<file path="config.mk">
export PLATFORM = sky130hd
export DESIGN_NAME = pmt_timer
export DESIGN_NICKNAME = d
export VERILOG_FILES = /design/src/include/pmt_pkg.sv /design/src/include/pmt_div_if.sv /design/src/rtl/pmt_scaler.sv /design/src/rtl/pmt_timer.sv
export VERILOG_INCLUDE_DIRS = /design/src /design/src/include
export SDC_FILE = /design/constraint.sdc
export NUM_CORES = 1
export LEC_CHECK = 0
export BUFFER_PORTS_ARGS = -buffer_cell sky130_fd_sc_hd__buf_2
export CORE_MARGIN = 2
export CORE_UTILIZATION = 50
export DETAILED_ROUTE_END_ITERATION = 10
export GPL_TIMING_DRIVEN = 0
export PLACE_DENSITY = 0.77
export SKIP_CTS_REPAIR_TIMING = 1
export SLEW_MARGIN = 20
export SYNTH_ARGS = -nofsm -noshare
export SYNTH_HDL_FRONTEND = slang
export SYNTH_HIERARCHICAL = 1
export SYNTH_SLANG_ARGS = --single-unit
</file>
<file path="constraint.sdc">
create_clock -name clk -period 3.9 [get_ports clk]
set_clock_uncertainty 0.15 [all_clocks]
set_input_delay 0.78 -clock clk [delete_from_list [all_inputs] [get_ports clk]]
set_output_delay 0.78 -clock clk [all_outputs]
set_load 0.02 [all_outputs]
</file>
<file path="src/include/pmt_params.svh">
// Purpose: Offsets, field positions, reset values and counts of the period match timer
// Assumes: APB with 32-bit data, one aligned word per register
// Notes:   Definitions only
`ifndef PMT_PARAMS_SVH
`define PMT_PARAMS_SVH

// Register byte offsets
`define PMT_OFS_COUNT     12'h000
`define PMT_OFS_PERIOD    12'h004
`define PMT_OFS_CONTROL   12'h008
`define PMT_OFS_STATUS    12'h00C
`define PMT_OFS_CLEAR     12'h010
`define PMT_OFS_ENABLE    12'h014

// Control field positions
`define PMT_CTL_POST_HI   6
`define PMT_CTL_POST_LO   3
`define PMT_CTL_RUN       2
`define PMT_CTL_PRE_HI    1
`define PMT_CTL_PRE_LO    0

// Reset values
`define PMT_COUNT_RST     8'h00
`define PMT_PERIOD_RST    8'hFF
`define PMT_CONTROL_RST   7'h00

// Divider limits, each one less than the ratio
`define PMT_INSTR_LIM     4'h3
`define PMT_PRE1_LIM      4'h0
`define PMT_PRE4_LIM      4'h3
`define PMT_PRE16_LIM     4'hF

`endif

</file>
<file path="src/include/pmt_pkg.sv">
// Purpose: Types shared by the period match timer
// Assumes: Nothing beyond SystemVerilog
// Notes:   Constants live in pmt_params.svh
package pmt_pkg;
	typedef logic [31:0] pmt_word_t;
	typedef logic [7:0]  pmt_byte_t;
	typedef logic [11:0] pmt_addr_t;
endpackage : pmt_pkg

</file>
<file path="src/include/pmt_div_if.sv">
// Purpose: Carrier between the timer and one of its dividers
// Assumes: One clock domain
// Notes:   ctl side drives tick, clear and limit; div side answers
`timescale 1ns/10ps
interface pmt_div_if;
	logic       tick;
	logic       clr;
	logic [3:0] lim;
	logic       pulse;
	logic [3:0] cnt;
	modport ctl (output tick, output clr, output lim, input pulse, input cnt);
	modport div (input tick, input clr, input lim, output pulse, output cnt);
endinterface : pmt_div_if

</file>
<file path="src/rtl/pmt_scaler.sv">
// Purpose: Event divider, one pulse out per lim+1 ticks in
// Assumes: Tick is a one-cycle enable on clk
// Notes:   Clear wins over tick and suppresses the pulse of that cycle
`timescale 1ns/10ps
module pmt_scaler (
	// Clock and reset
	input wire logic clk,
	input wire logic rst_n,
	// Divider channel
	pmt_div_if.div   dv
);
	import pmt_pkg::*;

	logic [3:0] count;
	logic [3:0] next_count;

	// Wrap at the limit so the ratio follows a live limit change
	assign next_count = (count >= dv.lim) ? 4'h0 : count + 4'h1;
	assign dv.pulse   = dv.tick && !dv.clr && (count >= dv.lim);
	assign dv.cnt     = count;

	// Count ticks; clear resets the phase
	always_ff @(posedge clk) begin
		if (!rst_n || dv.clr) begin
			count <= 4'h0;
		end else if (dv.tick) begin
			count <= next_count;
		end
	end
endmodule : pmt_scaler

</file>
<file path="src/rtl/pmt_timer.sv">
// Purpose: 8-bit period match timer with prescaler, postscaler and APB registers
// Assumes: clk is the oscillator, 20 MHz; rst_n synchronous, active low
// Notes:   Counter steps on prescaled instruction ticks while running
// Behaviour
// - Tick counter readable and writable any time
// - Period register readable, writable, compared with counter
// - Counter clock is oscillator/4 through prescaler
// - Postscale divides matches by field plus one
// - Postscaled match sets flag until software clears
// - Any reset clears the tick counter
// - Counter or control write, reset clear scalers
// - Control write leaves counter value unchanged
// - Control bit layout; bit 7 reads zero
// - Period match drives PWM time base out
`timescale 1ns/10ps
`include "pmt_params.svh"
module pmt_timer (
	// Clock and reset
	input  wire logic              clk,
	input  wire logic              rst_n,
	// APB slave
	input  wire logic              psel,
	input  wire logic              penable,
	input  wire logic              pwrite,
	input  wire pmt_pkg::pmt_addr_t paddr,
	input  wire pmt_pkg::pmt_word_t pwdata,
	output pmt_pkg::pmt_word_t      prdata,
	output logic                   pready,
	output logic                   pslverr,
	// Events
	output logic                   irq,
	output logic                   pwm_time_base
);
	import pmt_pkg::*;

	pmt_div_if instr_if ();
	pmt_div_if pre_if ();
	pmt_div_if post_if ();

	pmt_byte_t  tick_count;
	pmt_byte_t  period_value;
	logic [3:0] post_divide_select;
	logic       timer_run;
	logic [1:0] pre_divide_select;
	logic       match_flag;
	logic       irq_enable;
	pmt_byte_t  next_count;
	pmt_word_t  next_rdata;
	logic       bus_err;

	// APB decode
	wire setup_phase = psel && !penable;
	wire wr_access   = psel && penable && pwrite;
	wire hit_count   = (paddr == `PMT_OFS_COUNT);
	wire hit_period  = (paddr == `PMT_OFS_PERIOD);
	wire hit_control = (paddr == `PMT_OFS_CONTROL);
	wire hit_status  = (paddr == `PMT_OFS_STATUS);
	wire hit_clear   = (paddr == `PMT_OFS_CLEAR);
	wire hit_enable  = (paddr == `PMT_OFS_ENABLE);
	wire hit_any     = hit_count || hit_period || hit_control || hit_status || hit_clear || hit_enable;
	wire cnt_wr      = wr_access && hit_count;
	wire per_wr      = wr_access && hit_period;
	wire ctl_wr      = wr_access && hit_control;
	wire clr_wr      = wr_access && hit_clear && pwdata[0];
	wire ena_wr      = wr_access && hit_enable;

	// Control read image, top bit unimplemented
	wire [7:0] control_image = {1'b0, post_divide_select, timer_run, pre_divide_select};

	// Read mux; the clear register is write-only and reads zero
	always_comb begin
		next_rdata = 32'h0000_0000;
		if (hit_count) begin
			next_rdata[7:0] = tick_count;
		end else if (hit_period) begin
			next_rdata[7:0] = period_value;
		end else if (hit_control) begin
			next_rdata[7:0] = control_image;
		end else if (hit_status) begin
			next_rdata[0] = match_flag;
		end else if (hit_enable) begin
			next_rdata[0] = irq_enable;
		end
	end

	// Zero wait states; unmapped addresses answer with an error
	assign pready  = 1'b1;
	assign pslverr = bus_err;

	// Read data and error captured in setup so they stand through access
	always_ff @(posedge clk) begin
		if (!rst_n) begin
			prdata  <= 32'h0000_0000;
			bus_err <= 1'b0;
		end else if (setup_phase) begin
			prdata  <= pwrite ? 32'h0000_0000 : next_rdata;
			bus_err <= !hit_any;
		end
	end

	// Control, period and enable registers
	always_ff @(posedge clk) begin
		if (!rst_n) begin
			{post_divide_select, timer_run, pre_divide_select} <= `PMT_CONTROL_RST;
			irq_enable <= 1'b0;
			period_value <= `PMT_PERIOD_RST;
		end else begin
			if (ctl_wr) begin
				post_divide_select <= pwdata[`PMT_CTL_POST_HI:`PMT_CTL_POST_LO];
				timer_run          <= pwdata[`PMT_CTL_RUN];
				pre_divide_select  <= pwdata[`PMT_CTL_PRE_HI:`PMT_CTL_PRE_LO];
			end
			if (per_wr) begin
				period_value <= pwdata[7:0];
			end
			if (ena_wr) begin
				irq_enable <= pwdata[0];
			end
		end
	end

	// Instruction tick: oscillator divided by four, free running
	assign instr_if.tick = 1'b1;
	assign instr_if.clr  = 1'b0;
	assign instr_if.lim  = `PMT_INSTR_LIM;
	pmt_scaler u_instr (
		.clk   (clk),
		.rst_n (rst_n),
		.dv    (instr_if.div)
	);

	// Prescaler; a stopped timer gates its ticks off to save power
	wire scaler_clr = cnt_wr || ctl_wr;
	assign pre_if.tick = instr_if.pulse && timer_run;
	assign pre_if.clr  = scaler_clr;
	assign pre_if.lim  = pre_divide_select[1] ? `PMT_PRE16_LIM :
	                     pre_divide_select[0] ? `PMT_PRE4_LIM : `PMT_PRE1_LIM;
	pmt_scaler u_pre (
		.clk   (clk),
		.rst_n (rst_n),
		.dv    (pre_if.div)
	);

	// Match when the counter equals the period on a prescaled tick
	wire at_period   = (tick_count == period_value);
	wire match_pulse = pre_if.pulse && at_period;
	assign next_count = at_period ? 8'h00 : tick_count + 8'h01;

	// Counter; a software write wins over a tick in the same cycle
	always_ff @(posedge clk) begin
		if (!rst_n) begin
			tick_count <= `PMT_COUNT_RST;
		end else if (cnt_wr) begin
			tick_count <= pwdata[7:0];
		end else if (pre_if.pulse) begin
			tick_count <= next_count;
		end
	end

	// Postscaler divides matches by select plus one
	assign post_if.tick = match_pulse;
	assign post_if.clr  = scaler_clr;
	assign post_if.lim  = post_divide_select;
	pmt_scaler u_post (
		.clk   (clk),
		.rst_n (rst_n),
		.dv    (post_if.div)
	);

	// Sticky flag; a new event outranks a clear in the same cycle
	always_ff @(posedge clk) begin
		if (!rst_n) begin
			match_flag <= 1'b0;
		end else if (post_if.pulse) begin
			match_flag <= 1'b1;
		end else if (clr_wr) begin
			match_flag <= 1'b0;
		end
	end

	assign irq = match_flag && irq_enable;

	// Time base for the capture/compare/PWM unit, one pulse per match
	always_ff @(posedge clk) begin
		if (!rst_n) begin
			pwm_time_base <= 1'b0;
		end else begin
			pwm_time_base <= match_pulse;
		end
	end

	// Checks
	property p_cnt_wr;
		@(posedge clk) disable iff (!rst_n)
		cnt_wr |=> (tick_count == $past(pwdata[7:0]));
	endproperty
	a_cnt_wr: assert property (p_cnt_wr) else $error("counter write not taken");

	property p_per_wr;
		@(posedge clk) disable iff (!rst_n)
		per_wr |=> (period_value == $past(pwdata[7:0]));
	endproperty
	a_per_wr: assert property (p_per_wr) else $error("period write not taken");

	property p_instr;
		@(posedge clk) disable iff (!rst_n)
		instr_if.pulse |=> !instr_if.pulse [*3] ##1 instr_if.pulse;
	endproperty
	a_instr: assert property (p_instr) else $error("instruction tick not every four clocks");

	property p_pre16;
		@(posedge clk) disable iff (!rst_n)
		(pre_if.pulse && pre_divide_select[1] && !ctl_wr) |=> !pre_if.pulse [*8];
	endproperty
	a_pre16: assert property (p_pre16) else $error("divide by sixteen pulsed early");

	property p_post;
		@(posedge clk) disable iff (!rst_n)
		post_if.pulse |-> (match_pulse && (post_if.cnt >= post_divide_select));
	endproperty
	a_post: assert property (p_post) else $error("postscaler pulse without due match");

	property p_stop;
		@(posedge clk) disable iff (!rst_n)
		(!timer_run && !cnt_wr) |=> $stable(tick_count);
	endproperty
	a_stop: assert property (p_stop) else $error("counter moved while stopped");

	property p_flag;
		@(posedge clk) disable iff (!rst_n)
		post_if.pulse |=> match_flag [*1] ##0 (irq == irq_enable);
	endproperty
	a_flag: assert property (p_flag) else $error("flag not set by match");

	property p_flag_hold;
		@(posedge clk) disable iff (!rst_n)
		(match_flag && !clr_wr) |=> match_flag;
	endproperty
	a_flag_hold: assert property (p_flag_hold) else $error("flag dropped without clear");

	property p_reset;
		@(posedge clk)
		!rst_n |=> (tick_count == 8'h00) && (pre_if.cnt == 4'h0) && (post_if.cnt == 4'h0);
	endproperty
	a_reset: assert property (p_reset) else $error("reset left timer state");

	property p_scl_clr;
		@(posedge clk) disable iff (!rst_n)
		scaler_clr |=> (pre_if.cnt == 4'h0) && (post_if.cnt == 4'h0);
	endproperty
	a_scl_clr: assert property (p_scl_clr) else $error("scalers not cleared by write");

	property p_ctl_keep;
		@(posedge clk) disable iff (!rst_n)
		(ctl_wr && !cnt_wr) |=> $stable(tick_count);
	endproperty
	a_ctl_keep: assert property (p_ctl_keep) else $error("control write changed counter");

	property p_bit7;
		@(posedge clk) disable iff (!rst_n)
		(setup_phase && !pwrite && hit_control) |=> (prdata[31:7] == 25'h0);
	endproperty
	a_bit7: assert property (p_bit7) else $error("control upper bits not zero");

	property p_pwm;
		@(posedge clk) disable iff (!rst_n)
		match_pulse |=> pwm_time_base ##1 !pwm_time_base;
	endproperty
	a_pwm: assert property (p_pwm) else $error("time base pulse wrong");

	property p_wrap;
		@(posedge clk) disable iff (!rst_n)
		(pre_if.pulse && at_period && !cnt_wr) |=> (tick_count == 8'h00);
	endproperty
	a_wrap: assert property (p_wrap) else $error("counter did not wrap at period");
endmodule : pmt_timer
</file>
==> Yosys cells after proc, flatten, opt, wreduce, memory -nomap -nowiden <==
Cells that the tools add are included.
W data, S select, Z words.
{ "totals": {"inputBits": 49, "ff_bits": 71, "output_inout_bits": 36} }
{ "op_classes": {"n_eq_ne": 6, "add_sub_neg": 4, "n_lt_le_gt_ge": 3, "mux": 16, "n_reduce_logical": 31, "n_bitwise": 1} }
{ "op_table": {"columns": ["op", "count"], "rows": [
  ["$mux W8", 6],
  ["$eq A12 B4 Y1 const B", 2],
  ["$eq A12 B5 Y1 const B", 2],
  ["$logic_and A1 B1 Y1", 16],
  ["$add A4 B1 Y4 const B", 3],
  ["$eq A12 B3 Y1 const B", 1],
  ["$logic_not A12 Y1", 1],
  ["$mux W4", 3],
  ["$add A8 B1 Y8 const B", 1],
  ["$eq A8 B8 Y1", 1],
  ["$ge A4 B4 Y1", 2],
  ["$logic_or A1 B1 Y1", 7],
  ["$mux W6", 1],
  ["$mux W1", 5],
  ["$ge A4 B2 Y1 const B", 1],
  ["$logic_not A1 Y1", 4],
  ["$reduce_bool A2 Y1", 2],
  ["$mux W2", 1],
  ["$reduce_or A2 Y1", 1],
  ["$not A1 Y1", 1]
]} }

==> Longest topological paths before layout <==
{ "logic_depth": {"ltp_word": 11, "ltp_mapped": 15, "ltp_nobuf": 13} }

==> Modules after synthesis <==
The synthesis kept the hierarchy.
{ "modules_own_cells": {"columns": ["mod", "area_each_um2", "cells_per_inst", "n_inst"], "rows": [
  ["pmt_timer", 2098.3, 248, 1],
  ["pmt_scaler", 329.1, 36, 3]
]} }

==> Least setup slack after synthesis <==
OpenSTA, ideal clock, no wires.
{ "synth_path": {"path_type": "input to register", "start": "input port paddr[4]", "end": "register u_post.count[3], in the netlist u_post/dv.cnt[3]", "cell_stages": 11, "t_required_ns": 3.671, "slack_ns": 0.363, "setup_ns": 0.079, "n_path_buf": 2, "t_arrival_ns": 3.308, "path_cell_list": "clkbuf_1 > nor3_1 > nand4_1 > nand2_1 > nor4b_1 > clkinv_1 > nor2_1 > clkbuf_1 > nand4_1 > xor2_1 > a211oi_2"} }
{ "synth_between": {"elab_chain_len": 7, "word_cells_on_any_way": 10, "cone_classes": "1 x eq/ne; 9 x reduce/logical"} }
{ "synth_lines": {"columns": ["item", "line", "rtl"], "rows": [
  ["from (decl)", "pmt_timer.sv:25", "input wire pmt_pkg::pmt_addr_t paddr,"],
  ["$eq A12 B4 Y1 (no source line) or $logic_not A12 Y1 (tied branches)", null, null],
  ["$logic_and A1 B1 Y1, on equally long branches", "pmt_timer.sv:63, pmt_timer.sv:61", null],
  ["$logic_or A1 B1 Y1 *", "pmt_timer.sv:133", "wire scaler_clr = cnt_wr || ctl_wr;"],
  ["net post_if.clr", "pmt_div_if.sv:7", "logic clr;"],
  ["$logic_not A1 Y1 *", "pmt_scaler.sv:19", "assign dv.pulse = dv.tick && !dv.clr && (count >= dv.lim);"],
  ["$logic_and A1 B1 Y1 * (2 in a row)", "pmt_scaler.sv:19", null],
  ["net pre_if.pulse", "pmt_div_if.sv:9", "logic pulse;"],
  ["$logic_and A1 B1 Y1 *", "pmt_timer.sv:146", "wire match_pulse = pre_if.pulse && at_period;"],
  ["net match_pulse", "pmt_timer.sv:146", null],
  ["to (signal assigned)", "pmt_scaler.sv:27", "count <= next_count;"],
  ["to (decl)", "pmt_scaler.sv:14", "logic [3:0] count;"]
]} }
The timed path passes the listed nets; every way through them passes the cells marked *.
A chain may end at the register's enable or synchronous reset.

==> Worst setup path after layout <==
{ "layout_path": {"start": "register u_instr.count[0], in the netlist u_instr/dv.cnt[0]", "end": "register match_flag"} }
{ "layout_between": {"elab_chain_len": 8, "word_cells_on_any_way": 9, "cone_classes": "1 x order compare; 1 x mux; 7 x reduce/logical"} }
{ "layout_lines": {"columns": ["item", "line", "rtl"], "rows": [
  ["from (decl)", "pmt_scaler.sv:14", null],
  ["from (signal assigned)", "pmt_scaler.sv:27", null],
  ["$ge A4 B2 Y1 *", "pmt_scaler.sv:19", null],
  ["net instr_if.pulse", "pmt_div_if.sv:9", null],
  ["$logic_and A1 B1 Y1 *", "pmt_timer.sv:134", "assign pre_if.tick = instr_if.pulse && timer_run;"],
  ["net pre_if.tick", "pmt_div_if.sv:6", "logic tick;"],
  ["$logic_and A1 B1 Y1 * (2 in a row)", "pmt_scaler.sv:19", null],
  ["net pre_if.pulse", "pmt_div_if.sv:9", null],
  ["$logic_and A1 B1 Y1 *", "pmt_timer.sv:146", null],
  ["net match_pulse", "pmt_timer.sv:146", null],
  ["$logic_and A1 B1 Y1 * (2 in a row)", "pmt_scaler.sv:19", null],
  ["net post_if.pulse", "pmt_div_if.sv:9", null],
  ["$mux W1 or $reduce_bool A2 Y1 (tied branches)", null, null],
  ["to (signal assigned)", "pmt_timer.sv:173", "match_flag <= 1'b0;"],
  ["to (signal assigned)", "pmt_timer.sv:175", "match_flag <= 1'b1;"],
  ["to (signal assigned)", "pmt_timer.sv:177", "match_flag <= 1'b0;"],
  ["to (decl)", "pmt_timer.sv:45", "logic match_flag;"]
]} }
Marks and branches as above.

==> results.toml <==
[global_routing]
grt_max_degree = 14
antenna_found_initial = 0
grt_use_total_pct = 20.91
grt_pass1_vias = 2402
grt_pass1_wl_um = 10920
grt.overflow.total = 0

[placed_design]
dp.cells = 494
io_buffers = 33
dp_hpwl_um = 5170
gp_congestion = 0.9535

[clock_tree]
path_clk_slew_ps = 80
cts_made_buffers = 5
cts_root_buffer = "clkbuf_8"
htreeDepth = 2
clock_latency_ps = 300
cts.sinks = 47
clock_tree.buffer_depth = 2
cts_tree = "done"

[power_and_ir_drop]
ir_drop_v = 0.0001978
powerDensity_nw_per_um2 = 266.3
p_leak_nw = 1.464
power.total_mw = 0.9521

[yosys]
ys.flop_type = "dfxtp_1"
postSynthAreaPerCell_um2 = 8.667
synth_top_area_share_pct = 30.49
synth_top_cell_by_area = "dfxtp_1"
ys_seq_area_share_pct = 30.49
syn_inst = 356
synth_cell_types = 47
synth_edf_count = 0
yosysWarnings = 6
synthArstFlopShare_pct = 0
synth_most_common_cell = "dfxtp_1"
syn_area_um2 = 3085
yosys-top-cells-area = "dfxtp_1 30%, mux2i_1 8.1%, ha_1 6.5%"
synth_common_cells = "47 x dfxtp_1, 31 x nor2_1, 26 x nand2_1, 25 x buf_4, 25 x mux2i_1"
synth-seq-cells = 47

[route]
vias = 2593
wire_per_inst_um = 13.18
drt_iter0_drc = 105
wl_um = 6601
antenna_left = 0
vias_per_cell = 5.176
wl_met1_um = 2809
drc = 0
highest_layer = "met4"
wl_met3_um = 292
dr.pass1.iters = 4
routed-wl-met2_um = 3369

[setup_path]
path_cells = "inv_1 -> ha_1 -> nand2b_4 -> a2111oi_4 -> nor4b_1 -> and2_1 -> clkbuf_1 -> nor4b_4 -> inv_2 -> nor2_1 -> clkbuf_1 -> nor4b_1 -> inv_1 -> a21oi_1"
crit_type = "flip-flop to flip-flop"
r2r_slack_ps = 430
crit_family = "simple AND/OR/NAND/NOR gates"
cp_max_fo = 9
crit_path_end_kind = "flip-flop"
crit_buf_inv = 5
max_stage_delay_ps = 480
worstPathArrival_ps = 3560
cp_slowest_cell = "nor4b_4"
cp_data_required_time_ps = 3990
startpoint_type = "flip-flop"

[floorplanning]
die-area_um2 = 6815
initial_core_util_pct = 51.81
rows = 28
coreArea_um2 = 5956
io_pins = 85
die_w_um = 82.56
die_y_um = 82.56

[flow_run]
drv_cap = 0

[outcome]
status = "completed"

[sta]
hold_viol_final = 0
timing.fmax_ghz = 0.2880
min_period_over_period_pct = 89.02
slew_headroom_pct = 46.67
setup_viol = 0
worst_slew_pin_slew_ps = 794.0
drv_slew = 0
grt_setup_unrepaired = "false"
fin_crit_ps = 3472

[final_layout]
fill_cells = 528
antenna_cells = 0
nNetsFinal = 491
fin_cells = 501
drive_above_1_share_pct = 19.95
syn_to_final_growth_pct = 15.86

[worst_hold_path]
holdCritPathClass = "flip-flop to flip-flop"
## sequential cells by signal (all words and copies together) (netlist names)
signal,count
match_flag,1
irq_enable,1
tick_count,8
pwm_time_base,1
u_instr/dv.cnt,4
pslverr,1
period_value,8
pre_divide_select,2
post_divide_select,4
timer_run,1
u_post/dv.cnt,4
u_pre/dv.cnt,4
prdata,8
## worst min-delay path, cell delays in order (launching register included)
cell and delay [ps]:
dfxtp_1 330, o31ai_1 70, a21oi_1 60
## cell usage in the layout (no fill, tap or decap), types with 12 or more instances in the layout
cell type	n
clkbuf_1	16
nand2b_1	16
inv_1	17
nand2_1	26
o21ai_0	12
a21oi_1	13
dfxtp_1	47
mux2i_1	25
nor2_1	31
ha_1	16
buf_2	33
buf_4	25
conb_1	32
## final timing paths
path,startpoint,to,depth (start not counted)
max reg2reg,u_instr/dv.cnt[0],match_flag,14
min reg2reg,match_flag,match_flag,2
max,u_instr/dv.cnt[0],match_flag,14
min,match_flag,match_flag,2
## metrics by stage
step	hold slack (ps)	utilization (%)	TNS, ps	cell area (um2)	worst slack, ps
after global routing	393.0	60.02	0	3575	183.8
after floorplan	302.6	-	0	3198	363.0
after global placement	339.6	58.05	-2944	3457	-585.2
final	351.9	60.02	0	3575	428.0
after CTS	356.5	59.77	-2433	3560	-520.8
after detailed placement	341.8	58.05	-2876	3457	-573.6
## routing by layer
layer  vias to the layer above  track usage, %
li1                       1342               -
met2                        59           37.74
met3                        10           3.913
met5                         -               0
met1                      1182           24.93
met4                         0           6.557
## where the power goes
| part | switching (mW) | internal, mW |
|---|---|---|
| registers | 0.00117 | 0.482 |
| logic | 0.0748 | 0.0475 |
| clock network | 0.159 | 0.188 |
## layout make-up
class                   instances  area, um2  area share (%)
plain buffers                  42      259.0           7.245
clock buffers                   6      72.57           2.030
clock inverters                 1      30.03          0.8400
inverters                      18      67.56           1.890
multi-input cells             279       1946           54.43
flip-flops and latches         47      940.9           26.32
well taps                      75      93.84           2.625
repair buffers                 33      165.2           4.620
## cells by family (layout without fill, tap and decap cells)
group | after synthesis | after routing | synth area share, %
xor+xnor | 13 | 13 | 3.690
simple gates | 123 | 123 | 22.71
flops | 47 | 47 | 30.49
mux | 25 | 25 | 8.110
other cells | 2 | 32 | 0.2434
fa+ha+maj | 16 | 16 | 6.488
buf+inv | 60 | 100 | 10.58
compound gates | 70 | 70 | 17.68
(Power assumes the default switching activity.)
